File: src/hdl/dmamc_pkg.sv
// constants shared by the dma global control block and its buffer memory
// assumes a 32-bit register port with byte offsets on an 8-bit address
// Contract
// - done status is chain-or-transfer enabled completion
// - bits 17:14 show buffer valid count
// - bits 13:11 show next write location
// - bits 10:8 show next read location
// - halted transfers leave count and pointers intact
// - writing bit 7 zeroes pointers and count
// - buffer usable only by channels with mask
// - bit 2 selects little or big endian
// - rotating mode demotes last serviced channel
// - fixed mode ranks channel 0 highest
// - snoop and plain groups arbitrate separately
// - requests ignored while global enable clear
// - global enable clear holds logic reset
// - bits 31:28 error status enable and abnormal
package dmamc_pkg;
   localparam int NCH = 4;                         // channel count
   localparam int DATA_W = 32;                     // register and buffer word width
   localparam int ADDR_W = 8;                      // register address width
   localparam int BUF_DEPTH = 8;                   // buffer words
   localparam int PTR_W = 3;                       // buffer pointer width
   localparam int CNT_W = 4;                       // buffer count width
   localparam int IRQ_W = 8;                       // sticky event bits
   // register byte offsets
   localparam logic [7:0] OFF_CTRL = 8'ha4;        // global control and status
   localparam logic [7:0] OFF_IRQ_STAT = 8'ha8;    // sticky events, read clears
   localparam logic [7:0] OFF_IRQ_MASK = 8'hac;    // event mask
   // control word field positions
   localparam int ERR_LSB = 28;                    // error status per channel
   localparam int DONE_LSB = 24;                   // done status per channel
   localparam int CNT_LSB = 14;                    // valid count
   localparam int WP_LSB = 11;                     // write pointer
   localparam int RP_LSB = 8;                      // read pointer
   localparam int CLR_BIT = 7;                     // buffer clear, write one
   localparam int UMASK_LSB = 3;                   // buffer use mask
   localparam int LE_BIT = 2;                      // byte order select
   localparam int ROTATING_PRIORITY_SELECT_BIT = 1;                    // rotating priority select
   localparam int EN_BIT = 0;                      // global channel enable
   // sticky event layout
   localparam int IRQ_DONE_LSB = 0;                // done edges, channels 3..0
   localparam int IRQ_ERR_LSB = 4;                 // error edges, channels 3..0
   // reset values
   localparam logic [3:0] UMASK_RST = 4'h0;
   localparam logic LE_RST = 1'b0;
   localparam logic ROTATING_PRIORITY_SELECT_RST = 1'b0;
   localparam logic EN_RST = 1'b0;
   localparam logic [7:0] IRQ_MASK_RST = 8'h00;
   localparam logic [CNT_W-1:0] BUF_FULL = 4'h8;   // count when every word holds data
endpackage : dmamc_pkg

File: src/hdl/dmamc_mem_if.sv
// port bundle between the control block and its buffer memory
// assumes one clock; read data returns one cycle after the read strobe
`timescale 1ns/10ps
interface dmamc_mem_if #(parameter int WIDTH = 32, parameter int AW = 3);
   logic we;                // write strobe
   logic [AW-1:0] waddr;    // write location
   logic [WIDTH-1:0] wdata; // write word
   logic re;                // read strobe
   logic [AW-1:0] raddr;    // read location
   logic [WIDTH-1:0] rdata; // registered read word
   modport ctrl (output we, waddr, wdata, re, raddr, input rdata);
   modport mem (input we, waddr, wdata, re, raddr, output rdata);
endinterface : dmamc_mem_if

File: src/hdl/dmamc_mem.sv
// small word memory for the shared transfer buffer
// assumes the controller never reads and writes beyond its depth
`timescale 1ns/10ps
module dmamc_mem #(
   parameter int WIDTH = 32,
   parameter int DEPTH = 8
) (
   input wire logic clk,
   input wire logic reset_n,
   dmamc_mem_if.mem port
);
   logic [WIDTH-1:0] store [DEPTH];   // data words, no reset needed
   logic [WIDTH-1:0] rdata_reg;       // registered read word
   logic [WIDTH-1:0] rdata_next;

   // read word selection
   always_comb begin
      rdata_next = rdata_reg;
      if (port.re) begin
         rdata_next = store[port.raddr];
      end
   end

   // array write, kept free of reset so it maps onto plain storage
   always_ff @(posedge clk) begin
      if (port.we) begin
         store[port.waddr] <= port.wdata;
      end
   end

   // read register
   always_ff @(posedge clk or negedge reset_n) begin
      if (!reset_n) begin
         rdata_reg <= '0;
      end else begin
         rdata_reg <= rdata_next;
      end
   end

   assign port.rdata = rdata_reg;
endmodule : dmamc_mem

File: src/hdl/dmamc_top.sv
// global control of a four-channel dma unit: status, shared buffer, arbiter
// assumes channel flags and buffer strobes come from logic on CLK;
// dma request pins are asynchronous and are synchronised here
`timescale 1ns/10ps
module dmamc_top (
   input wire logic CLK,
   input wire logic RESET_N,
   input wire logic [7:0] BUS_ADDR,
   input wire logic [31:0] BUS_WDATA,
   input wire logic BUS_WR,
   input wire logic BUS_RD,
   output logic [31:0] BUS_RDATA,
   input wire logic [3:0] CH_IRQ_CHAIN_EN,
   input wire logic [3:0] CH_IRQ_XFER_EN,
   input wire logic [3:0] CH_CHAIN_NORMAL,
   input wire logic [3:0] CH_XFER_NORMAL,
   input wire logic [3:0] CH_IRQ_ERR_EN,
   input wire logic [3:0] CH_CHAIN_ABNORMAL,
   input wire logic [3:0] CH_SNOOP,
   input wire logic [3:0] DMA_REQ,
   input wire logic [3:0] SVC_DONE,
   output logic [3:0] GRANT,
   output logic ENGINE_RESET_N,
   output logic BYTE_ORDER_LE,
   input wire logic FIFO_WR,
   input wire logic [1:0] FIFO_WR_CH,
   input wire logic [31:0] FIFO_WDATA,
   output logic FIFO_WR_READY,
   input wire logic FIFO_RD,
   input wire logic [1:0] FIFO_RD_CH,
   output logic FIFO_RD_READY,
   output logic [31:0] FIFO_RDATA,
   output logic IRQ
);

   // pick one channel; rotating search starts just past the last serviced
   function automatic logic [3:0] dmamc_pick(input logic [3:0] req, input logic [1:0] last,
                                             input logic rot);
      logic [1:0] idx;
      logic [3:0] res;
      res = 4'h0;
      for (int k = 0; k < dmamc_pkg::NCH; k++) begin
         idx = rot ? last + 2'(k + 1) : 2'(k);
         if (res == 4'h0 && req[idx]) begin
            res[idx] = 1'b1;
         end
      end
      return res;
   endfunction : dmamc_pick

   // register strobes
   logic ctrl_wr;                 // write to the control word
   logic stat_rd;                 // read of sticky events, clears them
   logic mask_wr;                 // write to the event mask
   assign ctrl_wr = BUS_WR && (BUS_ADDR == dmamc_pkg::OFF_CTRL);
   assign stat_rd = BUS_RD && (BUS_ADDR == dmamc_pkg::OFF_IRQ_STAT);
   assign mask_wr = BUS_WR && (BUS_ADDR == dmamc_pkg::OFF_IRQ_MASK);

   // ---- control fields
   logic [3:0] umask_reg, umask_next;   // buffer use mask per channel
   logic le_reg, le_next;               // byte order select
   logic rotating_priority_select_reg, rotating_priority_select_next;           // rotating priority select
   logic en_reg, en_next;               // global channel enable
   logic buf_clear;                     // buffer pointers and count to zero

   // control field next values
   always_comb begin
      umask_next = umask_reg;
      le_next = le_reg;
      rotating_priority_select_next = rotating_priority_select_reg;
      en_next = en_reg;
      if (ctrl_wr) begin
         umask_next = BUS_WDATA[dmamc_pkg::UMASK_LSB +: dmamc_pkg::NCH];
         le_next = BUS_WDATA[dmamc_pkg::LE_BIT];
         rotating_priority_select_next = BUS_WDATA[dmamc_pkg::ROTATING_PRIORITY_SELECT_BIT];
         en_next = BUS_WDATA[dmamc_pkg::EN_BIT];
      end
   end

   // control field registers
   always_ff @(posedge CLK or negedge RESET_N) begin
      if (!RESET_N) begin
         umask_reg <= dmamc_pkg::UMASK_RST;
         le_reg <= dmamc_pkg::LE_RST;
         rotating_priority_select_reg <= dmamc_pkg::ROTATING_PRIORITY_SELECT_RST;
         en_reg <= dmamc_pkg::EN_RST;
      end else begin
         umask_reg <= umask_next;
         le_reg <= le_next;
         rotating_priority_select_reg <= rotating_priority_select_next;
         en_reg <= en_next;
      end
   end

   assign BYTE_ORDER_LE = le_reg;
   assign ENGINE_RESET_N = en_reg;   // engines held in reset while disabled

   // ---- live channel status
   logic [3:0] done_now;   // done condition per channel
   logic [3:0] err_now;    // error condition per channel
   assign done_now = (CH_IRQ_CHAIN_EN & CH_CHAIN_NORMAL) | (CH_IRQ_XFER_EN & CH_XFER_NORMAL);
   assign err_now = CH_IRQ_ERR_EN & CH_CHAIN_ABNORMAL;

   // ---- dma request synchroniser, three stages with agreement filter
   logic [3:0] req_s1_reg, req_s2_reg, req_s3_reg;   // synchroniser stages
   logic [3:0] req_flt_reg, req_flt_next;            // filtered request level

   // filtered level moves only when stages two and three agree
   always_comb begin
      req_flt_next = (req_s2_reg & req_s3_reg) | (req_flt_reg & (req_s2_reg | req_s3_reg));
   end

   // synchroniser registers; the enable masks the filtered level further on
   always_ff @(posedge CLK or negedge RESET_N) begin
      if (!RESET_N) begin
         req_s1_reg <= 4'h0;
         req_s2_reg <= 4'h0;
         req_s3_reg <= 4'h0;
         req_flt_reg <= 4'h0;
      end else begin
         req_s1_reg <= DMA_REQ;
         req_s2_reg <= req_s1_reg;
         req_s3_reg <= req_s2_reg;
         req_flt_reg <= req_flt_next;
      end
   end

   // ---- arbiter, one search per snoop group
   logic [3:0] req;                          // requests that may be served
   logic [3:0] grant_reg, grant_next;        // one-hot per group
   logic [1:0] last_s_reg, last_s_next;      // last serviced, snoop group
   logic [1:0] last_p_reg, last_p_next;      // last serviced, plain group
   assign req = req_flt_reg & {4{en_reg}};

   // grant held until the engine reports service done or the global enable clears
   always_comb begin
      grant_next = grant_reg;
      last_s_next = last_s_reg;
      last_p_next = last_p_reg;
      if (!en_reg) begin
         grant_next = 4'h0;
         last_s_next = 2'h0;
         last_p_next = 2'h0;
      end else begin
         for (int i = 0; i < dmamc_pkg::NCH; i++) begin
            if (grant_reg[i] && SVC_DONE[i]) begin
               grant_next[i] = 1'b0;
               if (CH_SNOOP[i]) begin
                  last_s_next = 2'(i);
               end else begin
                  last_p_next = 2'(i);
               end
            end
         end
         // each group searches on its own
         if ((grant_next & CH_SNOOP) == 4'h0) begin
            grant_next = grant_next | dmamc_pick(req & CH_SNOOP, last_s_next, rotating_priority_select_reg);
         end
         if ((grant_next & ~CH_SNOOP) == 4'h0) begin
            grant_next = grant_next | dmamc_pick(req & ~CH_SNOOP, last_p_next, rotating_priority_select_reg);
         end
      end
   end

   // arbiter registers
   always_ff @(posedge CLK or negedge RESET_N) begin
      if (!RESET_N) begin
         grant_reg <= 4'h0;
         last_s_reg <= 2'h0;
         last_p_reg <= 2'h0;
      end else begin
         grant_reg <= grant_next;
         last_s_reg <= last_s_next;
         last_p_reg <= last_p_next;
      end
   end

   assign GRANT = grant_reg;

   // ---- shared buffer control
   logic [dmamc_pkg::PTR_W-1:0] wp_reg, wp_next;   // next location to fill
   logic [dmamc_pkg::PTR_W-1:0] rp_reg, rp_next;   // next location to drain
   logic [dmamc_pkg::CNT_W-1:0] cnt_reg, cnt_next; // words held
   logic wr_ok;                                    // accepted buffer write
   logic rd_ok;                                    // accepted buffer read
   dmamc_mem_if #(.WIDTH(dmamc_pkg::DATA_W), .AW(dmamc_pkg::PTR_W)) mem_port ();

   // only masked channels reach the buffer; sharing rules are software's
   assign FIFO_WR_READY = umask_reg[FIFO_WR_CH] && (cnt_reg != dmamc_pkg::BUF_FULL);
   assign FIFO_RD_READY = umask_reg[FIFO_RD_CH] && (cnt_reg != '0);
   assign wr_ok = FIFO_WR && FIFO_WR_READY;
   assign rd_ok = FIFO_RD && FIFO_RD_READY;
   assign buf_clear = !en_reg || (ctrl_wr && BUS_WDATA[dmamc_pkg::CLR_BIT]);

   // pointers move only on accepted strobes or a clear, so a halted channel's data stays
   always_comb begin
      wp_next = wp_reg;
      rp_next = rp_reg;
      cnt_next = cnt_reg;
      if (buf_clear) begin
         wp_next = '0;
         rp_next = '0;
         cnt_next = '0;
      end else begin
         if (wr_ok) begin
            wp_next = wp_reg + 3'h1;                 // natural wrap at eight
         end
         if (rd_ok) begin
            rp_next = rp_reg + 3'h1;
         end
         if (wr_ok && !rd_ok) begin
            cnt_next = cnt_reg + 4'h1;
         end else if (rd_ok && !wr_ok) begin
            cnt_next = cnt_reg - 4'h1;
         end
      end
   end

   // buffer pointer registers
   always_ff @(posedge CLK or negedge RESET_N) begin
      if (!RESET_N) begin
         wp_reg <= '0;
         rp_reg <= '0;
         cnt_reg <= '0;
      end else begin
         wp_reg <= wp_next;
         rp_reg <= rp_next;
         cnt_reg <= cnt_next;
      end
   end

   assign mem_port.we = wr_ok;
   assign mem_port.waddr = wp_reg;
   assign mem_port.wdata = FIFO_WDATA;
   assign mem_port.re = rd_ok;
   assign mem_port.raddr = rp_reg;
   assign FIFO_RDATA = mem_port.rdata;   // word stands the cycle after the read

   // buffer storage
   dmamc_mem #(.WIDTH(dmamc_pkg::DATA_W), .DEPTH(dmamc_pkg::BUF_DEPTH)) u_mem (
      .clk(CLK),
      .reset_n(RESET_N),
      .port(mem_port.mem)
   );

   // ---- sticky events and interrupt
   logic [7:0] stat_reg, stat_next;     // sticky done and error edges
   logic [7:0] imask_reg, imask_next;   // interrupt mask
   logic [3:0] done_prev_reg;           // previous done conditions
   logic [3:0] err_prev_reg;            // previous error conditions
   logic [7:0] evt;                     // new rising conditions

   assign evt = {err_now & ~err_prev_reg, done_now & ~done_prev_reg};

   // a read clears, but an event in the same cycle still lands
   always_comb begin
      stat_next = (stat_reg & ~{8{stat_rd}}) | evt;
      imask_next = mask_wr ? BUS_WDATA[dmamc_pkg::IRQ_W-1:0] : imask_reg;
   end

   // event registers
   always_ff @(posedge CLK or negedge RESET_N) begin
      if (!RESET_N) begin
         stat_reg <= 8'h00;
         imask_reg <= dmamc_pkg::IRQ_MASK_RST;
         done_prev_reg <= 4'h0;
         err_prev_reg <= 4'h0;
      end else begin
         stat_reg <= stat_next;
         imask_reg <= imask_next;
         done_prev_reg <= done_now;
         err_prev_reg <= err_now;
      end
   end

   assign IRQ = |(stat_reg & imask_reg);

   // ---- read back, answered one cycle after the strobe
   logic [31:0] rdata_reg, rdata_next;   // registered read word

   // address decode; unmapped offsets read zero, reserved bits zero
   always_comb begin
      rdata_next = 32'h0;
      if (BUS_RD) begin
         if (BUS_ADDR == dmamc_pkg::OFF_CTRL) begin
            rdata_next[dmamc_pkg::ERR_LSB +: 4] = err_now;
            rdata_next[dmamc_pkg::DONE_LSB +: 4] = done_now;
            rdata_next[dmamc_pkg::CNT_LSB +: dmamc_pkg::CNT_W] = cnt_reg;
            rdata_next[dmamc_pkg::WP_LSB +: dmamc_pkg::PTR_W] = wp_reg;
            rdata_next[dmamc_pkg::RP_LSB +: dmamc_pkg::PTR_W] = rp_reg;
            rdata_next[dmamc_pkg::UMASK_LSB +: 4] = umask_reg;
            rdata_next[dmamc_pkg::LE_BIT] = le_reg;
            rdata_next[dmamc_pkg::ROTATING_PRIORITY_SELECT_BIT] = rotating_priority_select_reg;
            rdata_next[dmamc_pkg::EN_BIT] = en_reg;
         end else if (BUS_ADDR == dmamc_pkg::OFF_IRQ_STAT) begin
            rdata_next[dmamc_pkg::IRQ_W-1:0] = stat_reg;
         end else if (BUS_ADDR == dmamc_pkg::OFF_IRQ_MASK) begin
            rdata_next[dmamc_pkg::IRQ_W-1:0] = imask_reg;
         end
      end
   end

   // read data register
   always_ff @(posedge CLK or negedge RESET_N) begin
      if (!RESET_N) begin
         rdata_reg <= 32'h0;
      end else begin
         rdata_reg <= rdata_next;
      end
   end

   assign BUS_RDATA = rdata_reg;
endmodule : dmamc_top

File: config.mk
export PLATFORM = sky130hd
export DESIGN_NAME = dmamc_top
export DESIGN_NICKNAME = d
export VERILOG_FILES = /design/src/hdl/dmamc_pkg.sv /design/src/hdl/dmamc_mem_if.sv /design/src/hdl/dmamc_mem.sv /design/src/hdl/dmamc_top.sv
export SDC_FILE = /design/constraint.sdc
export NUM_CORES = 1
export LEC_CHECK = 0
export ABC_AREA = 1
export BUFFER_PORTS_ARGS = -buffer_cell sky130_fd_sc_hd__buf_4
export CAP_MARGIN = 40
export CORE_ASPECT_RATIO = 1.2
export CORE_MARGIN = 2
export CORE_UTILIZATION = 62
export DETAILED_ROUTE_END_ITERATION = 10
export GPL_TIMING_DRIVEN = 0
export PLACE_DENSITY = 0.84
export SYNTH_ARGS = -nofsm -noshare
export SYNTH_HDL_FRONTEND = slang
export SYNTH_SLANG_ARGS = --single-unit
export TNS_END_PERCENT = 10
File: constraint.sdc
create_clock -name CLK -period 9.4 [get_ports CLK]
set_clock_uncertainty 0.15 [all_clocks]
set_input_delay 2.35 -clock CLK [delete_from_list [all_inputs] [get_ports CLK]]
set_output_delay 2.35 -clock CLK [all_outputs]
set_load 0.05 [all_outputs]
==> key figures <==
Routing
  – DR pass1 iterations: 5
  – DR DRC count: 0
  – Post-route ant nets: 0
  – Final Routed Wirelength: 38.6 mm
  – Initial DRC Count: 909
  – WL/cell: 20.9 µm
  – Via-to-Cell Ratio: 5.98
  – Routed vias: 11000

Setup path
  – Critical path required time: 6900 ps
  – Crit path DAT: 3190 ps
  – R2R Setup Slk: 6260 ps
  – Max Fanout on Critical Path: 4
  – Critical R2R Launch: mem_port.raddr[0]$_DFFE_PN0P_
  – Critical path class: primary input to output port
  – CP Launch Type: primary input
  – Crit path launch: FIFO_WR_CH[0]
  – R2R Path End: u_mem.port.rdata[23]$_DFFE_PN0P_
  – Critical Path End Type: output port
  – R2R cell count: 7

Layout
  – Register Area: 10800 µm²
  – Max reg flops: 256
  – Nets@finish: 1619
  – Fillers: 1560
  – Highest-count cells in the layout ignoring fill and taps: 256 x edfxtp_1, 194 x nand2_1, 165 x buf_4, 139 x o21ai_0, 123 x dfrtp_1
  – Layout cells sized above 1: 17.8%
  – Area of the multi-input gates: 4090 µm²
  – Commonest non-fill, non-tap cell in the layout: edfxtp_1
  – Fin area: 18600 µm²
  – Syn-to-layout area delta: 19.9%

STA
  – Final setup fails: 0
  – Final worst slack: 3710 ps
  – Final worst path period need: 5690 ps
  – Worst slew margin relative to its limit: 41.2%
  – Setup tns final: 0 ps
  – Tcrit/Tclk final: 60.5%
  – FMAX: 176 MHz
  – Worst-margin pin slew: 874 ps
  – Fin. Hold Viols: 0
  – RSZ-0062 raised after global routing: no
  – Final Slew Violations: 0

Placement
  – Port bufs: 159
  – Pre-CTS WS: 3720 ps
  – Post-DP Area: 17500 µm²
  – DP Wirelength: 25.1 mm
  – GP Congestion: 0.892

Global routing
  – Initial antenna violation count: 1
  – First-pass GRT wire length: 58.5 mm
  – GR Overflow Total: 0
  – Total GRT Usage: 29.4%
  – Vias in the first global route: 11000
  – Pin count of the biggest net entering global routing: 81

Floorplanning
  – Core ar.: 24700 µm²
  – Starting density of the core: 62.9%
  – Die width: 148 µm
  – Die span in y: 177 µm
  – FP Rows: 63
  – Boundary pin count: 191
  – Die ar.: 26300 µm²

Synthesis
  – Yosys Warn Count: 0
  – Number of library cell types mapped by synthesis: 42
  – Post-Syn Area: 15500 µm²
  – Mapped Cells: 1279
  – #FFs+latches synth: 379
  – Avg Inst Size Synth: 12.1 µm²
  – Register area share after synthesis: 69.4%

Power
  – Worst IR Drop VDD: 0.000220 V
  – Power per standard cell area: 184 nW/µm²
  – P_leak: 0.00725 µW
  – Total power draw: 3410 µW

Clock network
  – # clock sinks: 379
  – Worst skew pair latency: 530 ps
  – Clock tree root buffer cell: clkbuf_16
  – # resized after CTS: 0
  – Clock tree buffer depth: 3
  – Post CTS Setup Buffer Count: 0
  – Clk pin slew, worst setup/hold paths: 60 ps
  – Num CTS Buffers: 37
  – H-tree lvl count: 2
  – TritonCTS clock tree: yes
  – Hold_buf cts: 0

Worst hold path
  – Worst Hold Launch: req_s1_reg[3]$_DFF_PN0_
  – Worst Hold Path Cells: 0
  – Worst Hold End: req_s2_reg[3]$_DFF_PN0_
  – Hold Crit Class: flip-flop to flip-flop

Status
  – Status: completed

Run
  – Max-cap violations: 0
per-layer routing:
| metal | up-vias | track usage [%] | routed length (µm) |
|---|---|---|---|
| met5 | - | 0 | 0 |
| met4 | 0 | 11.9 | 1470 |
| met3 | 111 | 5.75 | 3740 |
| met2 | 658 | 51.4 | 19500 |
| met1 | 5320 | 36.1 | 13900 |
| li1 | 4959 | - | - |
through the flow:
| stage | util [%] | instances | hold slack, ps |
|---|---|---|---|
| floorplan | - | 1284 | 181 |
| global placement | 69.4 | 1768 | 185 |
| detailed placement | 70.8 | 1782 | 186 |
| CTS | 75.4 | 1848 | 199 |
| global route | 75.4 | 1848 | 202 |
| finish | 75.4 | 1849 | 201 |
critical path: stages:
cell and delay [ps]:
buf_4 120, a21oi_1 140, o21ai_0 100, a32oi_1 220
buf_4 250
final cells by class:
| cell class | instances | share of cell area (%) |
|---|---|---|
| plain buffers | 61 | 1.42 |
| clock inverters | 10 | 0.424 |
| well taps | 325 | 2.19 |
| multi-input cells | 719 | 22.0 |
| repair buffers | 173 | 7.91 |
| diodes | 1 | 0.0135 |
| inverters | 125 | 2.52 |
| flip-flops and latches | 379 | 57.9 |
| clock buffers | 56 | 5.63 |
kinds of logic after synthesis:
logic type      count (synthesis)  synth area share [%]
other cells                     1                0.0242
compound gates                261                  10.6
fa+ha+maj                       9                 0.710
mux                            64                  4.13
buf+inv                       186                  4.73
simple gates                  378                  10.4
xor+xnor                        1                0.0565
flops                         379                  69.4
synthesized netlist by cell type:
cell type,n,area [µm²]
nand4_1,5,31.3
inv_2,3,11.3
o21ai_2,2,17.5
buf_4,7,52.6
o21a_1,4,30.0
a32oi_1,2,17.5
nor2_1,111,417
nand3_2,4,40.0
nor3_1,5,25.0
a32o_1,1,10.0
a21oi_1,19,95.1
o32ai_4,1,27.5
clkinv_1,1,3.75
o221ai_1,65,569
mux2i_1,64,641
nand2_1,194,728
xnor2_1,1,8.76
nor4_1,2,12.5
o21ai_0,139,696
nand3_1,34,170
fa_1,1,20.0
o21ai_1,6,30.0
inv_1,121,454
or2_2,2,12.5
buf_2,1,5.00
buf_6,1,11.3
nand2_2,9,56.3
nand4_2,1,12.5
nor2_2,6,37.5
a221oi_1,2,17.5
o211ai_1,3,22.5
nand3_4,2,35.0
maj3_1,4,40.0
ha_1,4,50.1
clkbuf_1,47,176
buf_1,5,18.8
conb_1,1,3.75
nand2_4,2,22.5
o22ai_1,17,106
edfxtp_1,256,7690
nor4_2,1,12.5
dfrtp_1,123,3080
how the worst max path moves through the flow:
stage	end	slack, ps	cells after the start
floorplan	u_mem.store[0][0]$_DFFE_PP_	3480	7
global placement	u_mem.store[0][29]$_DFFE_PP_	2650	8
detailed placement	FIFO_WR_READY	3720	5
CTS	FIFO_WR_READY	3710	5
global route	FIFO_WR_READY	3620	5
finish	FIFO_WR_READY	3710	5
power by group:
part / switching [µW] / total (µW) / internal, µW
Sequential: 13.6 / 1820 / 1810
Clock: 602 / 1400 / 798
Combinational: 127 / 192 / 65.6
(Power assumes the default switching activity.)
